File: config.mk
export PLATFORM = sky130hd
export DESIGN_NAME = jps_ctrl
export DESIGN_NICKNAME = d
export VERILOG_FILES = /design/src/shared/jps_pkg.sv /design/src/rtl/jps_sync.sv /design/src/rtl/jps_ctrl.sv
export SDC_FILE = /design/constraint.sdc
export NUM_CORES = 1
export LEC_CHECK = 0
export ABC_AREA = 1
export BUFFER_PORTS_ARGS = -buffer_cell sky130_fd_sc_hd__buf_2
export CORE_AREA = 2 2 63 47
export DETAILED_ROUTE_END_ITERATION = 7
export DIE_AREA = 0 0 65 49
export PLACE_DENSITY = 0.73
export SLEW_MARGIN = 40
export SYNTH_ARGS = -nofsm -noshare
export SYNTH_HDL_FRONTEND = slang
export SYNTH_SLANG_ARGS = --single-unit
File: constraint.sdc
create_clock -name clk_i -period 2.05 [get_ports clk_i]
set_input_delay 0.205 -clock clk_i [delete_from_list [all_inputs] [get_ports clk_i]]
set_output_delay 0.205 -clock clk_i [all_outputs]
set_load 0.03 [all_outputs]
File: src/shared/jps_pkg.sv
// package for the test-access pin sharing control block
// assumes a single 125 MHz core clock; test pins are sampled, not used as clocks
package jps_pkg;
  // core clock period in ps
  localparam int unsigned CLK_PERIOD_PS = 8000;
  // test clock cycles of tms high that bring the tap to test-logic-reset
  localparam int unsigned TMS_HIGH_RESET_CYCLES = 5;
  localparam int unsigned SYNC_STAGES = 2;
  localparam logic FUSE_BLOWN = 1'b1;

  // the sixteen tap controller states
  typedef enum logic [3:0] {
    JPS_TLR, JPS_RTI, JPS_SEL_DR, JPS_CAP_DR, JPS_SHF_DR, JPS_EX1_DR, JPS_PAU_DR,
    JPS_EX2_DR, JPS_UPD_DR, JPS_SEL_IR, JPS_CAP_IR, JPS_SHF_IR, JPS_EX1_IR,
    JPS_PAU_IR, JPS_EX2_IR, JPS_UPD_IR
  } jps_tap_t;
endpackage : jps_pkg

File: src/rtl/jps_sync.sv
// two-flop synchroniser for a group of pin levels
// assumes inputs are asynchronous to clk_i
module jps_sync #(
  parameter int unsigned WIDTH = 1
) (
  // clock and reset
  input wire logic clk_i,
  input wire logic resetn_i,
  // levels
  input wire logic [WIDTH-1:0] async_i,
  output logic [WIDTH-1:0] sync_o
);
  logic [WIDTH-1:0] meta_q;

  initial
  begin
    if (WIDTH < 1)
      $error("jps_sync width must be at least one");
  end

  always_ff @(posedge clk_i or negedge resetn_i)
  begin
    if (!resetn_i)
    begin
      meta_q <= '0;
      sync_o <= '0;
    end
    else
    begin
      meta_q <= async_i;
      sync_o <= meta_q;
    end
  end
endmodule : jps_sync

File: src/rtl/jps_ctrl.sv
// test-access pin sharing control: tap state tracking and pin ownership
// assumes tck is slow against clk_i (several core cycles per half period)
// and that the fuse level is static while out of reset
module jps_ctrl
  import jps_pkg::*;
(
  // clock and reset
  input wire logic clk_i,
  input wire logic resetn_i,
  // configuration
  input wire logic fuse_blown_i,
  // test pins from outside
  input wire logic tck_i,
  input wire logic tms_i,
  input wire logic trst_n_i,
  input wire logic tdi_i,
  // tap data path
  input wire logic tdo_data_i,
  input wire logic tdo_en_i,
  // user logic side of the shared pins
  input wire logic user_tdo_pin_i,
  input wire logic user_tdo_oe_i,
  // status and pin control
  output logic test_owns_pins_o,
  output logic dedicated_o,
  output logic tap_active_o,
  output logic tck_rise_o,
  output logic tdi_o,
  output jps_pkg::jps_tap_t tap_state_o,
  output logic tdo_pin_o,
  output logic tdo_pin_oe_o
);
  // How it works
  // - fuse blown: tck, tdi, tdo are test pins, user i/o only in the first cycle after reset release
  // - fuse intact: tck, tdi, tdo serve user i/o while test is idle
  // - mode comes from the fuse alone; intact fuse means flexible
  // - flexible mode: tms low hands tck, tdi, tdo to the test port
  // - trst low disables all test function in flexible mode; in dedicated mode it holds the tap in reset and tdo off, pins stay owned
  // - shared pins stay in test use until tap reaches test-logic-reset
  // - flexible mode: at test-logic-reset the shared pins return to user i/o
  // - five tck cycles of tms high bring the tap to test-logic-reset
  // - dedicated mode: tms follows the standard tap walk only

  logic tck_s, tms_s, trst_n_s, tdi_s;
  logic tck_prev_q;
  logic fuse_q;
  logic owns_q, owns_d;
  jps_tap_t tap_q, tap_d;
  logic [2:0] hi_cnt_q;

  jps_sync #(
    .WIDTH(4)
  ) u_sync (
    .clk_i(clk_i),
    .resetn_i(resetn_i),
    .async_i({tck_i, tms_i, trst_n_i, tdi_i}),
    .sync_o({tck_s, tms_s, trst_n_s, tdi_s})
  );

  function automatic jps_tap_t tap_next(input jps_tap_t s, input logic tms);
    jps_tap_t n;
    n = s;
    case (s)
      JPS_TLR: n = tms ? JPS_TLR : JPS_RTI;
      JPS_RTI: n = tms ? JPS_SEL_DR : JPS_RTI;
      JPS_SEL_DR: n = tms ? JPS_SEL_IR : JPS_CAP_DR;
      JPS_CAP_DR: n = tms ? JPS_EX1_DR : JPS_SHF_DR;
      JPS_SHF_DR: n = tms ? JPS_EX1_DR : JPS_SHF_DR;
      JPS_EX1_DR: n = tms ? JPS_UPD_DR : JPS_PAU_DR;
      JPS_PAU_DR: n = tms ? JPS_EX2_DR : JPS_PAU_DR;
      JPS_EX2_DR: n = tms ? JPS_UPD_DR : JPS_SHF_DR;
      JPS_UPD_DR: n = tms ? JPS_SEL_DR : JPS_RTI;
      JPS_SEL_IR: n = tms ? JPS_TLR : JPS_CAP_IR;
      JPS_CAP_IR: n = tms ? JPS_EX1_IR : JPS_SHF_IR;
      JPS_SHF_IR: n = tms ? JPS_EX1_IR : JPS_SHF_IR;
      JPS_EX1_IR: n = tms ? JPS_UPD_IR : JPS_PAU_IR;
      JPS_PAU_IR: n = tms ? JPS_EX2_IR : JPS_PAU_IR;
      JPS_EX2_IR: n = tms ? JPS_UPD_IR : JPS_SHF_IR;
      JPS_UPD_IR: n = tms ? JPS_SEL_DR : JPS_RTI;
      default: n = JPS_TLR;
    endcase
    return n;
  endfunction : tap_next

  wire tck_rise = tck_s & ~tck_prev_q;
  wire tck_fall = ~tck_s & tck_prev_q;
  // the tap only walks with trst high; low trst pins it in reset
  wire test_enabled = trst_n_s;
  wire dedicated = (fuse_q == FUSE_BLOWN);
  // in flexible mode a low tms claims the pins right away
  wire claim = ~dedicated & test_enabled & ~tms_s;
  wire tap_step = test_enabled & tck_rise & (dedicated | owns_q | claim);

  always_comb
  begin
    tap_d = tap_q;
    if (!test_enabled)
      tap_d = JPS_TLR;
    else if (tap_step)
      tap_d = tap_next(tap_q, tms_s);
  end

  always_comb
  begin
    owns_d = owns_q;
    if (dedicated)
      owns_d = 1'b1;
    else if (!test_enabled)
      owns_d = 1'b0;
    else if (claim)
      owns_d = 1'b1;
    else if (owns_q && tap_step && tap_d == JPS_TLR)
      owns_d = 1'b0;
  end // otherwise ownership holds

  // fuse is sampled after reset release; it is static, so one flop suffices
  always_ff @(posedge clk_i or negedge resetn_i)
  begin
    if (!resetn_i)
      fuse_q <= 1'b0;
    else
      fuse_q <= fuse_blown_i;
  end

  always_ff @(posedge clk_i or negedge resetn_i)
  begin
    if (!resetn_i)
    begin
      tck_prev_q <= 1'b0;
      tap_q <= JPS_TLR;
      owns_q <= 1'b0;
    end
    else
    begin
      tck_prev_q <= tck_s;
      tap_q <= tap_d;
      owns_q <= owns_d;
    end
  end

  // run length of tms-high rising edges, for the checks below
  always_ff @(posedge clk_i or negedge resetn_i)
  begin
    if (!resetn_i)
      hi_cnt_q <= '0;
    else if (tap_step)
      hi_cnt_q <= !tms_s ? 3'h0 : (hi_cnt_q == 3'h7 ? hi_cnt_q : hi_cnt_q + 3'h1);
  end

  // tdo is driven on the falling tck edge as the standard asks
  always_ff @(posedge clk_i or negedge resetn_i)
  begin
    if (!resetn_i)
    begin
      test_owns_pins_o <= 1'b0;
      dedicated_o <= 1'b0;
      tap_active_o <= 1'b0;
      tck_rise_o <= 1'b0;
      tdi_o <= 1'b0;
      tap_state_o <= JPS_TLR;
      tdo_pin_o <= 1'b0;
      tdo_pin_oe_o <= 1'b0;
    end
    else
    begin
      test_owns_pins_o <= owns_d;
      dedicated_o <= dedicated;
      tap_active_o <= test_enabled & (tap_d != JPS_TLR);
      tck_rise_o <= tap_step;
      tdi_o <= owns_d ? tdi_s : 1'b0;
      tap_state_o <= tap_d;
      if (!owns_d)
      begin
        tdo_pin_o <= user_tdo_pin_i;
        tdo_pin_oe_o <= user_tdo_oe_i;
      end
      else if (!test_enabled)
        tdo_pin_oe_o <= 1'b0;
      else if (tck_fall)
      begin
        tdo_pin_o <= tdo_data_i;
        tdo_pin_oe_o <= tdo_en_i & test_enabled;
      end
    end
  end

  chk_trst_holds_reset: assert property (@(posedge clk_i) disable iff (!resetn_i)
    !trst_n_s |=> tap_q == JPS_TLR)
    else $error("tap left reset while trst low");
  chk_dedicated_owns: assert property (@(posedge clk_i) disable iff (!resetn_i)
    dedicated |=> owns_q)
    else $error("dedicated mode released the pins");
  chk_tms_low_claims: assert property (@(posedge clk_i) disable iff (!resetn_i)
    (!dedicated && trst_n_s && !tms_s) |=> owns_q && test_owns_pins_o)
    else $error("tms low did not claim the pins");
  chk_hold_until_tlr: assert property (@(posedge clk_i) disable iff (!resetn_i)
    (owns_q && !owns_d && trst_n_s) |-> tap_d == JPS_TLR)
    else $error("pins released outside test-logic-reset");
  chk_release_at_tlr: assert property (@(posedge clk_i) disable iff (!resetn_i)
    (!dedicated && tap_q == JPS_TLR && tms_s && !claim && $past(tap_q) != JPS_TLR)
      |-> !owns_q)
    else $error("pins kept after test-logic-reset");
  chk_five_high_reset: assert property (@(posedge clk_i) disable iff (!resetn_i)
    (tap_step && tms_s && hi_cnt_q == 3'(TMS_HIGH_RESET_CYCLES - 1)) |=> tap_q == JPS_TLR)
    else $error("five tms-high edges did not reach reset");
  chk_flex_user_pins: assert property (@(posedge clk_i) disable iff (!resetn_i)
    (!dedicated && !owns_q && tms_s) |=> !owns_q)
    else $error("pins taken without tms low");
  chk_tap_walk: assert property (@(posedge clk_i) disable iff (!resetn_i)
    (dedicated && trst_n_s && tck_rise) |=> tap_q == tap_next($past(tap_q), $past(tms_s)))
    else $error("tap walk differs from the standard");

  cov_claim: cover property (@(posedge clk_i) disable iff (!resetn_i) !owns_q ##1 owns_q);
  cov_release: cover property (@(posedge clk_i) disable iff (!resetn_i) owns_q ##1 !owns_q);
  cov_shift_dr: cover property (@(posedge clk_i) disable iff (!resetn_i) tap_q == JPS_SHF_DR);
  cov_trst: cover property (@(posedge clk_i) disable iff (!resetn_i) owns_q && !trst_n_s);
endmodule : jps_ctrl

==> results.cfg <==
[outcome]
outcome = complete, no violations

[synth]
synth_largest_area_cell = dfrtp_1
ys_warn_count = 0
ys_ff_latch = 21
syn_area_per_cell_um2 = 7.84
synth_top_area_share_pct = 49.0
syn_nets = 148
synth_edf_count = 0
yosys-top-cells-area = dfrtp_1, nand2_1, nor2_1, inv_1, nand3_1
ys_async_sr_fraction_pct = 100
synth_area_um2 = 1070
yosysUniqueCellTypes = 20
ys_seq_area_share_pct = 49.0
ys.flop_type = dfrtp_1
syn_inst = 137
netlist_top_cells_count = nand2_1, dfrtp_1, nor2_1, inv_1
synthMostInstantiatedCell = nand2_1

[setup_path]
path_max_fanout = 7
cp-start-kind = flip-flop
reg2regPathDepth = 18
crit_family = simple AND/OR/NAND/NOR gates
worst-path-buf-inv = 2
cp-end-kind = flip-flop
path_cells = inv_2 > nor2_1 > inv_1 > nor2_1 > nor2_2 > nand2_2 > nand2_1 > nand2_1 > nand2_2 > nand2_2 > nor2_4 > nand3_2 > nand2_4 > nand2_4 > nand2_1 > nand2_1 > nand2_1 > nand2_1
slowest_delay_ps = 460
cp.required_ps = 2210
rr_startpoint = tap_state_o[0]
critPathKind = reg2reg
cp.arrival_ps = 2130
cp_slowest_cell = dfrtp_2
rr_endpoint = tdo_pin_o
rrSetupSlack_ps = 90
crit_top_cell = nand2_1

[clock_tree]
h-tree-depth = 1
cts_buffers = 3
clockBufferDepth = 2
cts_sinks = 21
cts_tree = done
clk_latency_ps = 270
clkTransAtPathRegs_ps = 80
clock_tree.root_cell = clkbuf_8

[global_routing]
grt_first_pass_wirelength_um = 3510
grt_pass1_vias = 829
grt_max_degree = 22
grt_usage_pct = 14.5
grt_antenna_before_repair = 0
grt_overflow_total = 0

[timing]
fin_crit_ps = 1960
slew_violations = 0
finalCritPeriodShare_pct = 95.7
max_freq_ghz = 0.510
final-hold-violation-count = 0
rsz0062_at_grt = true
worstMarginPinSlew_ps = 449
slew_headroom_pct = 70.1
finClkSkew_ps = 7.92
setup_viol = 0
fin_ws_ps = 89.1

[routing]
drt-initial-drc-count = 28
drc = 0
dr.pass1.iters = 4
via_count = 969
ant_nets = 0
viasPerCell = 4.77
routed_wl_um = 2340
avgRoutedWirePerCell_um = 11.5

[die]
pin_count = 22
die_h_um = 49
die-area_um2 = 3190
start_util_pct = 40.9
core-area_um2 = 2620
die_w_um = 65
rows = 16

[placed_design]
place_hpwl_um = 1570
gp_congestion = 0.821
dpl-instance-area_um2 = 1200
placedCellCount = 192
io_buffers = 21
dp_slack_ps = 84.2

[worst_hold_path]
min_path_type = in2reg
hold_start = tdi_i
holdPathEnd = u_sync.meta_q[0]
hold_depth = 1

[power]
comb_power_share_pct = 15.7
swShare_pct = 28.5
internal-power_uw = 620
p_clk_share_pct = 31.9
power_leakage_nw = 0.801
switchingPower_uw = 247
power_density_nw_per_um2 = 639
seq_power_share_pct = 52.4
vdd_drop_max_uv = 516

[layout]
n_antenna_cell = 0
final_nets = 179
drive_gt1_share_pct = 37.7
area.growth.synth_to_final_pct = 26.3
stdcell_area_um2 = 1360
final_cells = 203

[job]
maxCapViolations = 0
## worst register-to-register path: cells and delay by family, from the launching register on
| family | cells | cell delay [ps] |
|---|---|---|
| flops | 1 | 460 |
| simple gates | 16 | 1220 |
| buf+inv | 2 | 180 |
## registers in the layout, summed over array words and instances, names as in the netlist
register / flops
tck_rise_o: 1
tdi_o: 1
test_owns_pins_o: 1
dedicated_o: 1
tck_prev_q: 1
dedicated: 1
tap_state_o: 4
u_sync.sync_o: 4
tap_active_o: 1
u_sync.meta_q: 4
tdo_pin_o: 1
tdo_pin_oe_o: 1
## area by class of cell
cell class	count	area (um^2)
well taps	36	45.0
multi-input cells	94	484
inverters	19	73.8
repair buffers	29	173
clock inverters	1	7.51
clock buffers	3	41.3
flip-flops and latches	21	532
fillers	235	1270
## stage by stage
step	utilization [%]	TNS [ps]	hold WS [ps]	total power, mW
6_report	51.7	0	44.8	0.867
5_1_grt	51.7	-163	34.2	0.904
4_1_cts	48.1	0	38.7	0.861
3_5_place_dp	45.9	0	170	0.587
3_3_place_gp	45.9	0	167	0.584
2_1_floorplan	-	0	-90.6	0.545
## power groups by stage
stage	combinational (mW)	clock (mW)	sequential [mW]
2_1_floorplan	0.0580	0	0.487
3_3_place_gp	0.123	0	0.460
3_5_place_dp	0.126	0	0.461
4_1_cts	0.128	0.281	0.453
5_1_grt	0.150	0.296	0.458
6_report	0.136	0.277	0.454
## kinds of logic after synthesis
family,synth area share [%]
buffers and inverters,9.21
AO/OA/AOI/OAI,6.41
flip-flops,49.0
AND/OR/NAND/NOR,35.4
## metal layers
layer	track usage [%]	share of wire, %	vias to the layer above
li1	-	-	477
met1	20.0	47	459
met2	21.3	46	28
met3	4.85	6.5	5
met4	4.96	0.94	0
met5	0	0	-
## worst max-delay path by stage
stage / depth (start not counted) / start / end / slack [ps]
after floorplan: 18 / tap_state_o[1] / tdo_pin_o / 120
after global placement: 17 / tap_state_o[1] / tdo_pin_o / 200
after detailed placement: 18 / tap_state_o[3] / tdo_pin_o / 80
after CTS: 18 / tap_state_o[3] / tdo_pin_o / 60
after global routing: 16 / tap_state_o[1] / tdo_pin_oe_o / -90
final: 18 / tap_state_o[0] / tdo_pin_o / 90
## layout by cell type, fill, tap and decap left out
| master | netlist | layout |
|---|---|---|
| a21boi_1 | 1 | 1 |
| a21oi_1 | 2 | 2 |
| a21oi_2 | 2 | 2 |
| buf_2 | 1 | 21 |
| buf_4 | 0 | 6 |
| clkbuf_8 | 0 | 3 |
| clkinvlp_4 | 0 | 1 |
| dfrtp_1 | 21 | 16 |
| dfrtp_2 | 0 | 5 |
| dlygate4sd3_1 | 0 | 1 |
| dlymetal6s2s_1 | 0 | 1 |
| inv_1 | 12 | 12 |
| inv_2 | 7 | 6 |
| inv_4 | 0 | 1 |
| nand2_1 | 56 | 49 |
| nand2_2 | 2 | 8 |
| nand2_4 | 2 | 3 |
| nand3_1 | 7 | 7 |
| nand3_2 | 1 | 1 |
| nand4_1 | 2 | 2 |
| nor2_1 | 13 | 12 |
| nor2_2 | 2 | 1 |
| nor2_4 | 0 | 2 |
| nor3_4 | 1 | 1 |
| o21ai_2 | 1 | 1 |
| o21ai_4 | 1 | 1 |
| o221ai_1 | 1 | 1 |
## what timing repair did
action | in CTS | in global routing
endpoints found under the setup margin | 0 | 2
setup buffers | 0 | 6
resized for setup | 0 | 17
hold buffers | 1 | 0
endpoints found under the hold margin | 21 | 0
(Power assumes the default switching activity.)
